`config.mk`:
```
export PLATFORM = sky130hd
export DESIGN_NAME = sdp_serial_port
export DESIGN_NICKNAME = d
export VERILOG_FILES = /design/src/rtl/sdp_pkg.sv /design/src/rtl/sdp_serial_port.sv
export VERILOG_INCLUDE_DIRS = /design/src /design/src/rtl
export SDC_FILE = /design/constraint.sdc
export NUM_CORES = 1
export LEC_CHECK = 0
export ABC_AREA = 1
export ABC_CLOCK_PERIOD_IN_PS = 4500
export BUFFER_PORTS_ARGS = -buffer_cell sky130_fd_sc_hd__buf_2
export CAP_MARGIN = 20
export CORE_MARGIN = 3
export CORE_UTILIZATION = 55
export CTS_CLUSTER_DIAMETER = 50
export CTS_CLUSTER_SIZE = 24
export DETAILED_ROUTE_END_ITERATION = 16
export PLACE_DENSITY = 0.75
export SLEW_MARGIN = 5
export SYNTH_ARGS = -nofsm -noshare
export SYNTH_HDL_FRONTEND = slang
export SYNTH_SLANG_ARGS = --single-unit
export TNS_END_PERCENT = 5
```
`constraint.sdc`:
```
create_clock -name i_clk -period 4.5 [get_ports i_clk]
set_clock_uncertainty 0.2 [all_clocks]
set_input_delay 0.225 -clock i_clk [delete_from_list [all_inputs] [get_ports i_clk]]
set_output_delay 0.225 -clock i_clk [all_outputs]
set_load 0.01 [all_outputs]
```
`src/rtl/sdp_map.svh`:
```
// Constants for the stereo serial converter port
`ifndef SDP_MAP_SVH
`define SDP_MAP_SVH
`define SDP_CLK_HZ 100000000
`define SDP_BCLK_HZ 2116800
// Half bit period in system cycles, rounded down so the bit rate never falls below target
`define SDP_HALF_CYC (`SDP_CLK_HZ / (2 * `SDP_BCLK_HZ))
`define SDP_SLOT_BITS 24
`define SDP_DAC_DELAY 8
`define SDP_ADC_DELAY 4
`define SDP_WORD_BITS 16
`define SDP_NARROW_BITS 8
`define SDP_ADDR_W 9
`endif

```
`src/rtl/sdp_pkg.sv`:
```
// Types for the stereo serial converter port
package sdp_pkg;
    typedef struct packed {
        logic req;
        logic [8:0] addr;
        logic [15:0] wdata;
    } sdp_dma_req_t;
    typedef struct packed {
        logic ack;
        logic [15:0] rdata;
    } sdp_dma_rsp_t;
endpackage : sdp_pkg

```
`src/rtl/sdp_serial_port.sv`:
```
// Stereo serial converter port: playback DAC shifter, record ADC shifter, DMA word exchange
// Summary of operation
// - Playback word latch of 16 bits is loaded only by DMA.
// - Each half sample, latch goes to shift register; left then right.
// - Playback bits MSB first, changed on falling bit clock edge.
// - First playback bit driven 8 bit clocks after word clock edge.
// - Each channel slot is 24 bit clocks; stereo sample is 48.
// - One DMA request per channel slot, twice per sample.
// - Bit clock 100 MHz / 46, about 2.174 MHz, against a 2.1168 MHz target for 44.1 kHz stereo rate.
// - Record word is 16 bits when width select high, else 8.
// - Full record word goes to a latch and out by DMA.
// - Record path runs on the same slot timing as playback.
// - Record write shares the playback read DMA cycle and word.
// - Left words go to even addresses, right words to odd.
// - Narrow record samples sit in upper byte, lower byte zero.
// - Record bits MSB first, sampled on rising record bit clock.
// - Record bit clock bursts 8 or 16 pulses per channel, else idle.
// - Burst starts 4 bit clocks after channel select toggles every 24.
`timescale 1ns/1ns
`include "sdp_map.svh"
module sdp_serial_port (
    input wire logic i_clk,                            // System clock 100 MHz
    input wire logic i_rst_b,                          // Async reset, active low
    input wire logic i_enable,                         // Run the converters
    input wire logic i_record_width_select,            // High: 16-bit record
    input wire logic i_record_serial_in,               // ADC serial data pin
    input wire sdp_pkg::sdp_dma_rsp_t i_dma_rsp,       // DMA acknowledge and read data
    output logic o_playback_serial_out,                // DAC serial data
    output logic o_playback_bit_clock,                 // DAC bit clock
    output logic o_playback_word_clock,                // DAC word clock, low = left
    output logic o_record_bit_clock,                   // Gated ADC bit clock
    output logic o_record_channel_select,              // ADC channel, low = left
    output sdp_pkg::sdp_dma_req_t o_dma_req            // DMA request, address, write data
);
    localparam int HALF = `SDP_HALF_CYC;
    localparam logic [4:0] SLOT_LAST = 5'(`SDP_SLOT_BITS - 1);
    localparam logic [4:0] DAC_DLY = 5'(`SDP_DAC_DELAY);
    localparam logic [4:0] ADC_DLY = 5'(`SDP_ADC_DELAY);
    // Both paths count the same bit cells, so record and playback never drift apart

    // ----------------------------------------
    // Input synchroniser
    // ----------------------------------------
    logic [2:0] din_sync_reg;
    logic [2:0] din_sync_next;
    logic din_reg;
    logic din_next;
    always_comb begin
        din_sync_next = {din_sync_reg[1:0], i_record_serial_in};
        din_next = (din_sync_reg[1] == din_sync_reg[2]) ? din_sync_reg[2] : din_reg;
    end
    always_ff @(posedge i_clk or negedge i_rst_b) begin
        if (!i_rst_b) begin
            din_sync_reg <= 3'h0;
            din_reg <= 1'b0;
        end else begin
            din_sync_reg <= din_sync_next;
            din_reg <= din_next;
        end
    end

    // ----------------------------------------
    // Bit clock divider and slot counters
    // ----------------------------------------
    logic [5:0] div_reg;
    logic [5:0] div_next;
    logic phase_reg;                 // Bit clock level
    logic phase_next;
    logic [4:0] bit_reg;             // Bit index within slot
    logic [4:0] bit_next;
    logic chan_reg;                  // 0 left, 1 right
    logic chan_next;
    logic rise_en;
    logic fall_en;
    logic slot_start;
    always_comb begin
        div_next = div_reg;
        phase_next = phase_reg;
        bit_next = bit_reg;
        chan_next = chan_reg;
        rise_en = 1'b0;
        fall_en = 1'b0;
        if (i_enable) begin
            if (div_reg == 6'(HALF - 1)) begin
                div_next = 6'h00;
                phase_next = ~phase_reg;
                rise_en = ~phase_reg;
                fall_en = phase_reg;
            end else begin
                div_next = div_reg + 6'h01;
            end
            if (fall_en) begin
                // Falling edge ends a bit cell
                if (bit_reg == SLOT_LAST) begin
                    bit_next = 5'h00;
                    chan_next = ~chan_reg;
                end else begin
                    bit_next = bit_reg + 5'h01;
                end
            end
        end
    end
    assign slot_start = fall_en && (bit_reg == SLOT_LAST);
    always_ff @(posedge i_clk or negedge i_rst_b) begin
        if (!i_rst_b) begin
            div_reg <= 6'h00;
            phase_reg <= 1'b0;
            bit_reg <= 5'h00;
            chan_reg <= 1'b0;
        end else begin
            div_reg <= div_next;
            phase_reg <= phase_next;
            bit_reg <= bit_next;
            chan_reg <= chan_next;
        end
    end

    // ----------------------------------------
    // Playback and record datapath, DMA
    // ----------------------------------------
    logic [15:0] out_latch_reg;
    logic [15:0] out_latch_next;
    logic [15:0] out_shift_reg;
    logic [15:0] out_shift_next;
    logic [15:0] in_shift_reg;
    logic [15:0] in_shift_next;
    logic [15:0] in_latch_reg;
    logic [15:0] in_latch_next;
    logic in_chan_reg;
    logic in_chan_next;
    logic [7:0] page_reg;            // Upper address bits, advance per stereo sample
    logic [7:0] page_next;
    logic sdo_reg;
    logic sdo_next;
    logic adc_clk_reg;
    logic adc_clk_next;
    sdp_pkg::sdp_dma_req_t dma_reg;
    sdp_pkg::sdp_dma_req_t dma_next;
    logic [4:0] rec_len;
    logic in_burst;
    always_comb begin
        rec_len = i_record_width_select ? 5'(`SDP_WORD_BITS) : 5'(`SDP_NARROW_BITS);
        in_burst = (bit_reg >= ADC_DLY) && (bit_reg < ADC_DLY + rec_len);
        out_latch_next = out_latch_reg;
        out_shift_next = out_shift_reg;
        in_shift_next = in_shift_reg;
        in_latch_next = in_latch_reg;
        in_chan_next = in_chan_reg;
        page_next = page_reg;
        sdo_next = sdo_reg;
        adc_clk_next = adc_clk_reg;
        dma_next = dma_reg;
        if (i_dma_rsp.ack && dma_reg.req) begin
            out_latch_next = i_dma_rsp.rdata;
            dma_next.req = 1'b0;
        end
        if (i_enable) begin
            if (slot_start) begin
                out_shift_next = out_latch_reg;
                // One combined read-modify-write per slot
                dma_next.req = 1'b1;
                // Word of the slot just ended: its record word and next playback word share parity
                dma_next.addr = {page_reg, chan_reg};
                dma_next.wdata = in_latch_reg;
                if (chan_reg) begin
                    page_next = page_reg + 8'h01;
                end
            end
            if (fall_en) begin
                // Bit k of the slot is presented after the falling edge ending bit k-1
                if (bit_next >= DAC_DLY && bit_next < DAC_DLY + 5'(`SDP_WORD_BITS)) begin
                    sdo_next = out_shift_next[15];
                    out_shift_next = {out_shift_next[14:0], 1'b0};
                end else begin
                    sdo_next = 1'b0;
                end
                adc_clk_next = 1'b0;
            end
            if (rise_en && in_burst) begin
                adc_clk_next = 1'b1;
                in_shift_next = {in_shift_reg[14:0], din_reg};
                if (bit_reg == ADC_DLY + rec_len - 5'h01) begin
                    // Full word; narrow words land in the upper byte
                    in_latch_next = i_record_width_select ? {in_shift_reg[14:0], din_reg}
                                                          : {in_shift_reg[6:0], din_reg, 8'h00};
                    in_chan_next = chan_reg;
                end
            end
        end else begin
            adc_clk_next = 1'b0;
        end
    end
    always_ff @(posedge i_clk or negedge i_rst_b) begin
        if (!i_rst_b) begin
            out_latch_reg <= 16'h0000;
            out_shift_reg <= 16'h0000;
            in_shift_reg <= 16'h0000;
            in_latch_reg <= 16'h0000;
            in_chan_reg <= 1'b0;
            page_reg <= 8'h00;
            sdo_reg <= 1'b0;
            adc_clk_reg <= 1'b0;
            dma_reg <= '0;
        end else begin
            out_latch_reg <= out_latch_next;
            out_shift_reg <= out_shift_next;
            in_shift_reg <= in_shift_next;
            in_latch_reg <= in_latch_next;
            in_chan_reg <= in_chan_next;
            page_reg <= page_next;
            sdo_reg <= sdo_next;
            adc_clk_reg <= adc_clk_next;
            dma_reg <= dma_next;
        end
    end

    assign o_playback_serial_out = sdo_reg;
    assign o_playback_bit_clock = phase_reg;
    assign o_playback_word_clock = chan_reg;
    assign o_record_bit_clock = adc_clk_reg;
    assign o_record_channel_select = chan_reg;
    assign o_dma_req = dma_reg;
endmodule : sdp_serial_port

```
== Yosys cells after proc, flatten, opt, wreduce, memory -nomap -nowiden ==
Index checks and enable logic that the tools add are counted.
Word-level totals
  register bits after elaboration: 116
  input bits: 22
  output and inout port bits: 31
  word-level logic and storage cells: 65
Operators by class
  add/sub/neg operators: 5
  $lt $le $gt $ge: 4
  equality and inequality tests: 5
  multiplexer cells: 21
  bitwise logic cells: 2
  reductions and logical operators: 12
Operators by type and width (number)
  16-bit two-way mux: 4
  26-bit two-way mux: 2
  5-bit two-way mux: 4
  1-bit two-way mux: 10
  3-bit AND reduction: 3
  8-bit by 1-bit adder with 8-bit output (second input constant): 1
  2-bit AND reduction: 4
  6-bit by 1-bit adder with 6-bit output (second input constant): 1
  6-bit by 5-bit equality test with 1-bit output (second input constant): 1
  6-bit two-way mux: 1
  3-bit by 5-bit adder with 5-bit output (first input constant): 1
  5-bit by 1-bit adder with 5-bit output (second input constant): 1
  5-bit equality test: 1
  5-bit equality test (second input constant): 1
  5-bit by 3-bit greater-or-equal comparator with 1-bit output (second input constant): 1
  5-bit by 4-bit greater-or-equal comparator with 1-bit output (second input constant): 1
  1-bit logical AND: 5
  5-bit less-than comparator: 1
  5-bit less-than comparator (second input constant): 1
  5-bit by 1-bit subtractor with 5-bit output (second input constant): 1
  3-bit by 1-bit inequality test with 1-bit output (second input constant): 1
  1-bit NOT: 2
  1-bit equality test: 1

== Depth between registers and ports, before layout ==
Gate-level depths: netlist of the first run.
  depth after elaboration: 9
  mapped depth: 14
  mapped depth without buffers: 13

== Worst setup path after synthesis of the first run ==
No wires, ideal clock.
  path kind: flip-flop to flip-flop
  start: register bit_reg[4]
  end: register in_latch_reg[10]
  setup time: 126 ps
  data arrival time: 1708 ps
  data required time: 4174 ps
  slack: 2466 ps
  cell stages (with the launch flop): 9
  path buffers: 1
  period minus slack after synthesis: 2034 ps
  path through: dfrtp_1 ha_1 nand2_1 nor2_1 nor3_1 nand2_2 nor4_4 buf_6 o21ai_0
Between the ends
  longest elaborated chain between the ends: 4
  elaborated cells on any way between the ends: 6
  classes of those cells: 2 x order compare; 1 x eq/ne; 3 x reduce/logical
RTL lines
  start: declaration: RTL line sdp_serial_port.sv:69  | logic [4:0] bit_reg;
  start signal: assignment: RTL line sdp_serial_port.sv:113  | bit_reg <= bit_next;
  5-bit by 3-bit greater-or-equal comparator with 1-bit output or 5-bit less-than comparator (tied branches): RTL line sdp_serial_port.sv:143  | in_burst = (bit_reg >= ADC_DLY) && (bit_reg < ADC_DLY + rec_len);
  1-bit logical AND: RTL line sdp_serial_port.sv:143
  1-bit logical AND: RTL line sdp_serial_port.sv:179  | if (rise_en && in_burst) begin
  3-bit AND reduction (no source line) *
  end signal: assignment: RTL line sdp_serial_port.sv:208  | in_latch_reg <= in_latch_next;
  end: declaration: RTL line sdp_serial_port.sv:127  | logic [15:0] in_latch_reg;
Mark *: on every way between the ends. The rest lies on a longest branch, timed or not.
A chain may end at the register's enable or synchronous reset.

== Final worst setup path of the first run ==
  start: register div_reg[0]
  end: register out_shift_reg[14]
Between the ends
  longest elaborated chain between the ends: 9
  elaborated cells on any way between the ends: 13
  classes of those cells: 2 x order compare; 1 x eq/ne; 8 x mux; 2 x reduce/logical
RTL lines
  start: declaration: RTL line sdp_serial_port.sv:65  | logic [5:0] div_reg;
  start signal: assignment: RTL line sdp_serial_port.sv:111  | div_reg <= div_next;
  6-bit by 5-bit equality test with 1-bit output *: RTL line sdp_serial_port.sv:84  | if (div_reg == 6'(HALF - 1)) begin
  1-bit two-way mux *: RTL line sdp_serial_port.sv:84
  1-bit two-way mux *: RTL line sdp_serial_port.sv:83  | if (i_enable) begin
  5-bit two-way mux: RTL line sdp_serial_port.sv:92  | if (fall_en) begin
  5-bit two-way mux: RTL line sdp_serial_port.sv:83
  5-bit by 4-bit greater-or-equal comparator with 1-bit output or 5-bit less-than comparator (tied branches): RTL line sdp_serial_port.sv:171  | if (bit_next >= DAC_DLY && bit_next < DAC_DLY + 5'(`SDP_WORD_BITS)) begin
  1-bit logical AND: RTL line sdp_serial_port.sv:171
  16-bit two-way mux: RTL line sdp_serial_port.sv:171
  16-bit two-way mux *: RTL line sdp_serial_port.sv:169  | if (fall_en) begin
  end signal: assignment: RTL line sdp_serial_port.sv:206  | out_shift_reg <= out_shift_next;
  end: declaration: RTL line sdp_serial_port.sv:123  | logic [15:0] out_shift_reg;
Mark *: on every way between the ends. The rest lies on a longest branch, timed or not. The select of a mux whose other input is x is not followed.

==> impl_metrics.yaml, run 1 <==
floorplan:
  die_area_um2: 11000
  rows: 35
  die_x_um: 105
  initial_utilization_pct: 57.4
  die_h_um: 105
  core_um2: 9370
  ios: 53
worst_setup_path:
  cpMostUsedCell: "nand2_1"
  arrival_ns: 3.46
  critPathLaunchType: "flip-flop"
  critPathMaxStageDelay_ns: 0.59
  path_cells: "inv_1, ha_1, inv_1, nor2_1, nand4_4, nor2_4, inv_2, nand2_1, nand2_1, nand3_1, nand2_1, nand2_1, nand2_1"
  crit_required_ns: 4.70
  worst-setup-path-type: "flip-flop to flip-flop"
  crit_slowest_cell: "nor2_4"
  crit_fanout: 64
  ff2ff_setup_slack_ns: 1.24
  critPathCaptureType: "flip-flop"
global_routing:
  grt_use_total_pct: 21.7
  grt_max_degree: 69
  grt_pass1_wl_mm: 19.2
  overflow: 0
  grt_pass1_vias: 4089
  antenna_found_initial: 0
finish:
  register_area_um2: 2900
  multi_input_area_um2: 2080
  largest_reg_flops: 26
  n_antenna_cell: 0
  drive_gt1_share_pct: 22.4
  fin_nets: 683
  fillers: 713
  synthToLayoutAreaGrowth_pct: 20.1
placement:
  gp_congestion: 0.812
  hpwl_mm: 6.85
  io_buffers: 52
synth:
  synth_top_area_share_pct: 54.0
  ys_ff_latch: 116
  synth.area.top_cells: "dfrtp_1, nand2_1, o21ai_0"
  seq_area_frac_synth_pct: 54.0
  synthCells: 584
  synth.avg_cell_area_um2: 9.21
  synth_common_cells: "nand2_1, dfrtp_1, inv_1, o21ai_0, nand3_1"
  synth_top_area_cell: "dfrtp_1"
  synth_area_um2: 5380
  async_flop_share_pct: 100
  synth_flop_cell: "dfrtp_1"
  synth_edf_count: 0
  ys_types: 36
  synth_most_common_cell: "nand2_1"
  yosysWarningCount: 0
  syn-num-nets: 613
sta:
  timing_hold_violations_final: 0
  worst_pin_slew_ns: 0.928
  period_share_pct: 72.5
  fin_hold_ws_ns: 0.0255
  clock.fmax_ghz: 0.306
  rsz0062_at_grt: "false"
  fin_crit_ns: 3.26
  finalSetupViolCount: 0
  relSlewSlack_pct: 38.0
  final_max_slew_viol_count: 0
  timing.setup.tns_ns: 0
clock_network:
  cts_max_level: 4
  cts_tree: "done"
  clk_transition_reported_paths_ns: 0.06
  cts_setup_buffers: 0
  cts_root_buf: "clkbuf_8"
  clock-sinks: 116
  cts_buffers: 17
  cts_buffer_depth: 2
  clkLatencyLatePin_ns: 0.51
power:
  power_density_nw_per_um2: 462
  ir_worst_vdd_mv: 0.345
  leakage_nw: 3.42
drt:
  postRouteAntennaNets: 0
  viasPerCell: 5.17
  wl_per_cell_um: 14.2
  drt_wl_total_mm: 11.3
  drtPass1Iterations: 5
  num_vias: 4105
  detail_route.iter0.violations: 310
  drc: 0
job:
  drv_cap: 0
run_status:
  status: "completed"
worst_hold_path:
  hp-class: "input port to flip-flop"
==> path summary, 6_finish.rpt <==
| kind | startpoint | to | cells past startpoint |
|---|---|---|---|
| worst max-delay path | div_reg[0]$_DFFE_PN0P_ | out_shift_reg[14]$_DFFE_PN0P_ | 13 |
| worst min-delay path | i_record_width_select | in_latch_reg[12]$_DFFE_PN0P_ | 5 |
| worst max register to register | div_reg[0]$_DFFE_PN0P_ | out_shift_reg[14]$_DFFE_PN0P_ | 13 |
| worst min register to register | din_sync_reg[0]$_DFF_PN0_ | din_sync_reg[1]$_DFF_PN0_ | 0 |
| max in group asynchronous | i_rst_b | bit_reg[4]$_DFF_PN0_ | 3 |
| min in group asynchronous | i_rst_b | in_latch_reg[13]$_DFFE_PN0P_ | 2 |
==> what timing repair did <==
action / 4_1_cts / 5_1_grt
hold buffers: 20 / 0
endpoints found under the hold margin: 92 / 0
gates resized for setup: 0 / 0
==> routing by layer <==
layer	global-route usage (%)	vias up	wire length, um
met5	0	-	0
met4	7.59	0	190
met3	5.74	22	562
met2	35.8	123	5750
met1	27.6	1950	4760
li1	-	2010	-
==> worst max-delay path, delay by kind of cell, from the launching register on <==
kind	cells	cell delay, ns
adder cells (fa/ha/maj)	1	0.17
buffers and inverters	3	0.64
flip-flops	1	0.39
AND/OR/NAND/NOR	9	1.74
==> cells by family (layout without fill, tap and decap cells) <==
group           Yosys count  count (layout)  share of synthesized area, %
compound gates           71              71                          7.52
fa+ha+maj                 8               8                          1.82
buf+inv                  81             162                          7.28
xor+xnor                 11              11                          1.79
flops                   116             116                          54.0
mux                      19              19                          3.98
simple gates            278             278                          23.6
==> area by class of cell <==
class / instances / share of cell area [%]
repair buffers: 76 / 7.75
clock buffers: 21 / 6.95
inverters: 56 / 3.25
flip-flops and latches: 116 / 44.9
clock inverters: 9 / 2.36
multi-input cells: 387 / 32.2
well taps: 129 / 2.50
==> placed cells by master, fill, tap and decap left out, types with 5 or more instances in the layout <==
| cell | netlist | routed |
|---|---|---|
| ha_1 | 7 | 7 |
| nand2_2 | 24 | 24 |
| nor2_1 | 9 | 9 |
| o21ai_0 | 48 | 48 |
| nand2_1 | 187 | 187 |
| xor2_1 | 10 | 10 |
| o22ai_1 | 9 | 9 |
| buf_2 | 7 | 51 |
| a21oi_1 | 5 | 5 |
| inv_1 | 51 | 51 |
| dlygate4sd3_1 | 0 | 20 |
| nor3_1 | 5 | 5 |
| mux2_2 | 19 | 19 |
| nand3_1 | 36 | 36 |
| clkbuf_16 | 0 | 16 |
| dfrtp_1 | 116 | 116 |
==> where the power goes <==
part           switching [mW]  internal (mW)  leakage (nW)
clock                   0.444          0.921         0.298
combinational           0.215          0.136          1.69
sequential             0.0961           1.17          1.43
==> metrics by stage <==
stage,cells,setup slack [ns],total power [mW],util [%],cell area [um^2]
after floorplan,584,2.47,1.51,-,5380
after global placement,743,1.39,1.59,60.2,5640
after detailed placement,743,1.24,1.62,60.2,5640
after CTS,793,1.24,3.01,68.8,6440
after global routing,794,0.920,3.13,68.9,6460
final,794,1.24,2.98,68.9,6460
Power figures use the tool's default switching activity.
==> inputs of run 2 (changes only) <==
Settings changed: ABC_CLOCK_PERIOD_IN_PS 4500 to 3400.
Clock period 4.5 ns to 3.4 ns, I/O delays scaled along.
==> run 2 against run 1 <==
Compared with the run above:
- total power grew 24%
- routed wire length shrank 5.1%
- flip-flop and latch count is the same
- fmax grew 19%
- sequential power grew 31%
- via count grew 1.2%
- utilization shrank 0.68 points
- hold slack gained 0.085 ns
- non-clock buffer count grew 1
==> impl_metrics.yaml, run 2 (synthesis gave the netlist of run 1 again) <==
finish:
  drive_gt1_share_pct: 22.9
  layout_common_cells: "nand2_1, dfrtp_1, inv_1, buf_2, o21ai_0"
  final_common_cell: "nand2_1"
  largest_reg_flops: 26
  n_antenna_cell: 0
  synthToLayoutAreaGrowth_pct: 18.9
  utilization_pct: 68.2
  fin_nets: 684
  fillers: 747
sta:
  worst_pin_slew_ns: 0.967
  rsz0062_at_grt: "false"
  final_max_slew_viol_count: 0
  timing_hold_violations_final: 0
  period_share_pct: 80.6
  finalSetupViolCount: 0
  clock.fmax_ghz: 0.365
  fin_crit_ns: 2.74
  timing.setup.tns_ns: 0
  post-route-worst-setup-slack_ns: 0.658
  relSlewSlack_pct: 35.6
worst_setup_path:
  critPathLaunchType: "flip-flop"
  crit_slowest_cell: "dfrtp_1"
  crit_required_ns: 3.59
  reg2reg_from: "div_reg[0]$_DFFE_PN0P_"
  worst-setup-path-type: "flip-flop to flip-flop"
  path_cells: "inv_1, ha_1, inv_1, nor2_1, nand4_4, nor2_4, inv_2, nand2_1, nand2_1, nand3_1, nand2_1, nand2_1, nand2_1"
  arrival_ns: 2.93
  critPathMaxStageDelay_ns: 0.39
  rr_worst_depth: 13
  crit_start: "div_reg[0]$_DFFE_PN0P_"
  crit_fanout: 64
  cpMostUsedCell: "nand2_1"
  critPathCaptureType: "flip-flop"
clock_network:
  clkLatencyLatePin_ns: 0.51
  cts_root_buf: "clkbuf_8"
  cts_buffer_depth: 2
  clk_transition_reported_paths_ns: 0.06
  cts_buffers: 17
  clock-sinks: 116
  cts_max_level: 4
  cts_setup_buffers: 0
  cts_tree: "done"
power:
  total_power_mw: 3.69
  power_density_nw_per_um2: 577
  combinationalPowerShare_pct: 12.6
  clockPowerShare_pct: 42.2
  leakage_nw: 3.38
  p_int_mw: 2.65
  net-switching-power_mw: 1.04
  sw_frac_of_total_pct: 28.2
  pwr-share-seq_pct: 45.3
  ir_worst_vdd_mv: 0.344
job:
  drv_cap: 0
floorplan:
  ios: 53
  die_h_um: 105
  die_area_um2: 11000
  initial_utilization_pct: 57.4
  core_um2: 9370
  rows: 35
  die_x_um: 105
global_routing:
  grt_max_degree: 80
  grt_pass1_wl_mm: 18.8
  overflow: 0
  grt_use_total_pct: 20.8
  grt_pass1_vias: 4199
  antenna_found_initial: 0
drt:
  drt_wl_total_mm: 10.7
  viasPerCell: 5.21
  drtPass1Iterations: 5
  detail_route.iter0.violations: 238
  num_vias: 4156
  postRouteAntennaNets: 0
  drc: 0
  wl_per_cell_um: 13.4
run_status:
  status: "completed"
placement:
  gp_congestion: 0.840
  hpwl_mm: 6.83
  dp_slack_ns: 0.686
  io_buffers: 52
worst_hold_path:
  hp-class: "input port to flip-flop"
  min_delay_path_depth: 2
  hp-start: "i_record_serial_in"
## run 2: cell types whose count changed in the layout (fill, tap and decap cells not counted)
cell	previous run	this run
clkbuf_1	2	0
inv_6	1	2
buf_8	1	0
buf_4	4	5
dlygate4sd3_1	20	21
clkinvlp_4	0	3
bufinv_16	4	0
clkinv_4	1	6
clkbuf_8	3	2
## run 2: worst max-delay path, delay by kind of cell (launching register included)
family	cells	cell delay, ns
AND/OR/NAND/NOR	9	1.37
buffers and inverters	3	0.49
flip-flops	1	0.39
adder cells (fa/ha/maj)	1	0.16
## run 2: power groups by stage
stage	clock [mW]	combinational [mW]	sequential, mW
after floorplan	0	0.324	1.67
after global placement	0	0.426	1.68
after detailed placement	0	0.443	1.69
after CTS	1.58	0.471	1.67
after global routing	1.65	0.533	1.69
final	1.55	0.464	1.67
## run 2: repair_timing
item,4_1_cts,5_1_grt
hold endpoints to repair,106,0
resized for setup,0,0
hold buffers,21,0
## run 2: final timing paths
kind / end / slack [ns]
setup / recovery: out_shift_reg[13]$_DFFE_PN0P_ / 0.66
hold / removal: din_sync_reg[0]$_DFF_PN0_ / 0.11
setup reg to reg: out_shift_reg[13]$_DFFE_PN0P_ / 0.66
hold reg to reg: din_sync_reg[1]$_DFF_PN0_ / 0.15
max in group asynchronous: o_dma_req[25]$_DFF_PN0_ / 1.94
min in group asynchronous: o_dma_req[12]$_DFFE_PN0P_ / 0.16
## run 2: stage by stage
step	hold WS (ns)	std cells	area [um^2]
6_report	0.110	797	6390
5_1_grt	0.120	797	6390
4_1_cts	0.0941	797	6390
3_5_place_dp	0.0842	744	5650
3_3_place_gp	0.0796	744	5650
2_1_floorplan	-0.326	584	5380
## run 2: routing by layer
metal  vias up  wire length (um)  global-route usage (%)
met5         -                 0                       0
met4         0               142                    7.31
met3        17               413                    4.94
met2       104              5350                    35.6
met1      2022              4780                    26.0
li1       2013                 -                       -
## run 2: area by class of cell
cell class	instances	area, um^2	share of cell area [%]
flip-flops and latches	116	2900	45.4
clock buffers	18	428	6.69
inverters	56	210	3.29
well taps	129	161	2.52
multi-input cells	387	2080	32.6
clock inverters	14	108	1.68
repair buffers	77	503	7.87
==> inputs of run 3 (changes only) <==
Settings changed: ABC_CLOCK_PERIOD_IN_PS 3400 to 2720.
Clock period 3.4 ns to 2.72 ns, I/O delays scaled along.
==> run 3 against run 2 <==
Compared with the run above:
- combinational power grew 27%
- non-clock buffer count grew 3
- highest routed layer unchanged
- final cell count grew 0.38%
==> impl_metrics.yaml, run 3 (synthesis gave the netlist of run 1 again) <==
worst_setup_path:
  arrival_ns: 2.62
  worst-setup-path-type: "input port to flip-flop"
  path_cells: "dlygate4sd3_1, buf_2, inv_1, ha_1, nand2_1, nor2_1, nor3_1, nand2_2, nor4_4, buf_4, o21ai_0"
  critPathMaxStageDelay_ns: 0.52
  critPathCaptureType: "flip-flop"
  crit_fanout: 24
  crit_slowest_cell: "dlygate4sd3_1"
  critPathLaunchType: "input port"
  crit_required_ns: 2.90
sta:
  final_max_slew_viol_count: 0
  fin_crit_ns: 2.44
  worst_pin_slew_ns: 0.708
  relSlewSlack_pct: 52.7
  rsz0062_at_grt: "false"
  timing.setup.tns_ns: 0
  clock.fmax_ghz: 0.410
  timing_hold_violations_final: 0
  finalSetupViolCount: 0
  period_share_pct: 89.7
drt:
  postRouteAntennaNets: 0
  viasPerCell: 5.22
  drt_wl_total_mm: 11.2
  detail_route.iter0.violations: 243
  drc: 0
  wl_per_cell_um: 14.0
  drtPass1Iterations: 6
  num_vias: 4175
finish:
  fillers: 750
  final_cells: 800
  n_antenna_cell: 0
  layout_common_cells: "nand2_1, dfrtp_1, inv_1, buf_2, o21ai_0"
  largest_reg_flops: 26
  final_common_cell: "nand2_1"
  synthToLayoutAreaGrowth_pct: 20.8
  drive_gt1_share_pct: 23.1
  fin_nets: 687
placement:
  hpwl_mm: 6.99
  placedCellCount: 747
  io_buffers: 52
  gp_congestion: 0.782
power:
  leakage_nw: 3.43
  clockPowerShare_pct: 45.5
  power_density_nw_per_um2: 757
  p_int_mw: 3.61
  net-switching-power_mw: 1.30
  ir_worst_vdd_mv: 0.380
  pwr-share-seq_pct: 42.5
  combinationalPowerShare_pct: 12.0
  sw_frac_of_total_pct: 26.5
  total_power_mw: 4.91
clock_network:
  cts_tree: "done"
  cts_max_level: 4
  clk_transition_reported_paths_ns: 0.06
  clock-sinks: 116
  cts_buffer_depth: 2
  cts_buffers: 17
  cts_root_buf: "clkbuf_8"
  clkLatencyLatePin_ns: 0.51
floorplan:
  rows: 35
  die_x_um: 105
  core_um2: 9370
  ios: 53
  die_area_um2: 11000
  die_h_um: 105
  initial_utilization_pct: 57.4
global_routing:
  grt_pass1_vias: 4202
  grt_use_total_pct: 21.9
  grt_max_degree: 117
  overflow: 0
  antenna_found_initial: 0
  grt_pass1_wl_mm: 19.5
job:
  drv_cap: 0
worst_hold_path:
  hp-class: "input port to asynchronous set/reset pin"
run_status:
  status: "completed"
[run 3: power by group through the flow]
| stage | clock [mW] | sequential [mW] | combinational, mW |
|---|---|---|---|
| final | 2.23 | 2.09 | 0.590 |
| after detailed placement | 0 | 2.12 | 0.565 |
| after global routing | 2.35 | 2.11 | 0.676 |
| after CTS | 2.26 | 2.09 | 0.598 |
| after global placement | 0 | 2.11 | 0.536 |
| after floorplan | 0 | 2.09 | 0.405 |
[run 3: worst max-delay path, delay by kind of cell]
kind / cells / cell delay (ns)
buf+inv: 4 / 1.19
simple gates: 5 / 0.82
fa+ha+maj: 1 / 0.32
compound gates: 1 / 0.12
[run 3: worst paths after layout]
| check | startpoint | end | slack [ns] | depth (start not counted) |
|---|---|---|---|---|
| worst max-delay path | i_record_width_select | in_latch_reg[8]$_DFFE_PN0P_ | 0.28 | 11 |
| worst min-delay path | i_rst_b | o_dma_req[12]$_DFFE_PN0P_ | 0.04 | 3 |
| worst max register to register | div_reg[0]$_DFFE_PN0P_ | o_dma_req[21]$_DFFE_PN0P_ | 0.33 | 10 |
| worst min register to register | din_sync_reg[0]$_DFF_PN0_ | din_sync_reg[1]$_DFF_PN0_ | 0.15 | 0 |
| max in group asynchronous | i_rst_b | o_dma_req[0]$_DFFE_PN0P_ | 1.80 | 3 |
| min in group i_clk | i_record_serial_in | din_sync_reg[0]$_DFF_PN0_ | 0.07 | 2 |
[run 3: area by class of cell]
type | count | area (um^2) | area share, %
multi-input cells | 387 | 2080 | 32.1
clock buffers | 20 | 445 | 6.86
inverters | 56 | 210 | 3.24
clock inverters | 12 | 155 | 2.39
flip-flops and latches | 116 | 2900 | 44.7
well taps | 129 | 161 | 2.49
repair buffers | 80 | 538 | 8.28
[run 3: metrics by stage]
| step | cell area [um^2] | hold WS [ns] | util [%] | worst slack [ns] |
|---|---|---|---|---|
| 2_1_floorplan | 5380 | -0.360 | - | 0.686 |
| 3_3_place_gp | 5680 | 0.0454 | 60.7 | 0.342 |
| 3_5_place_dp | 5680 | 0.0494 | 60.7 | 0.315 |
| 4_1_cts | 6490 | 0.0458 | 69.3 | 0.310 |
| 5_1_grt | 6490 | 0.0919 | 69.3 | 0.00529 |
| 6_report | 6490 | 0.0408 | 69.3 | 0.279 |
[run 3: routing by layer]
metal  GRT usage (%)  vias to the layer above  wire length [um]
met5               0                        -                 0
met4            9.37                        0               182
met3            5.06                       20               512
met2            36.0                      121              5700
met1            28.0                     2021              4840
li1                -                     2013                 -
[run 3: timing repair]
item,CTS,global route
setup buffers,0,0
endpoints found under the hold margin,155,0
resized for setup,0,0
hold buffers,21,0
setup endpoints to repair,0,0
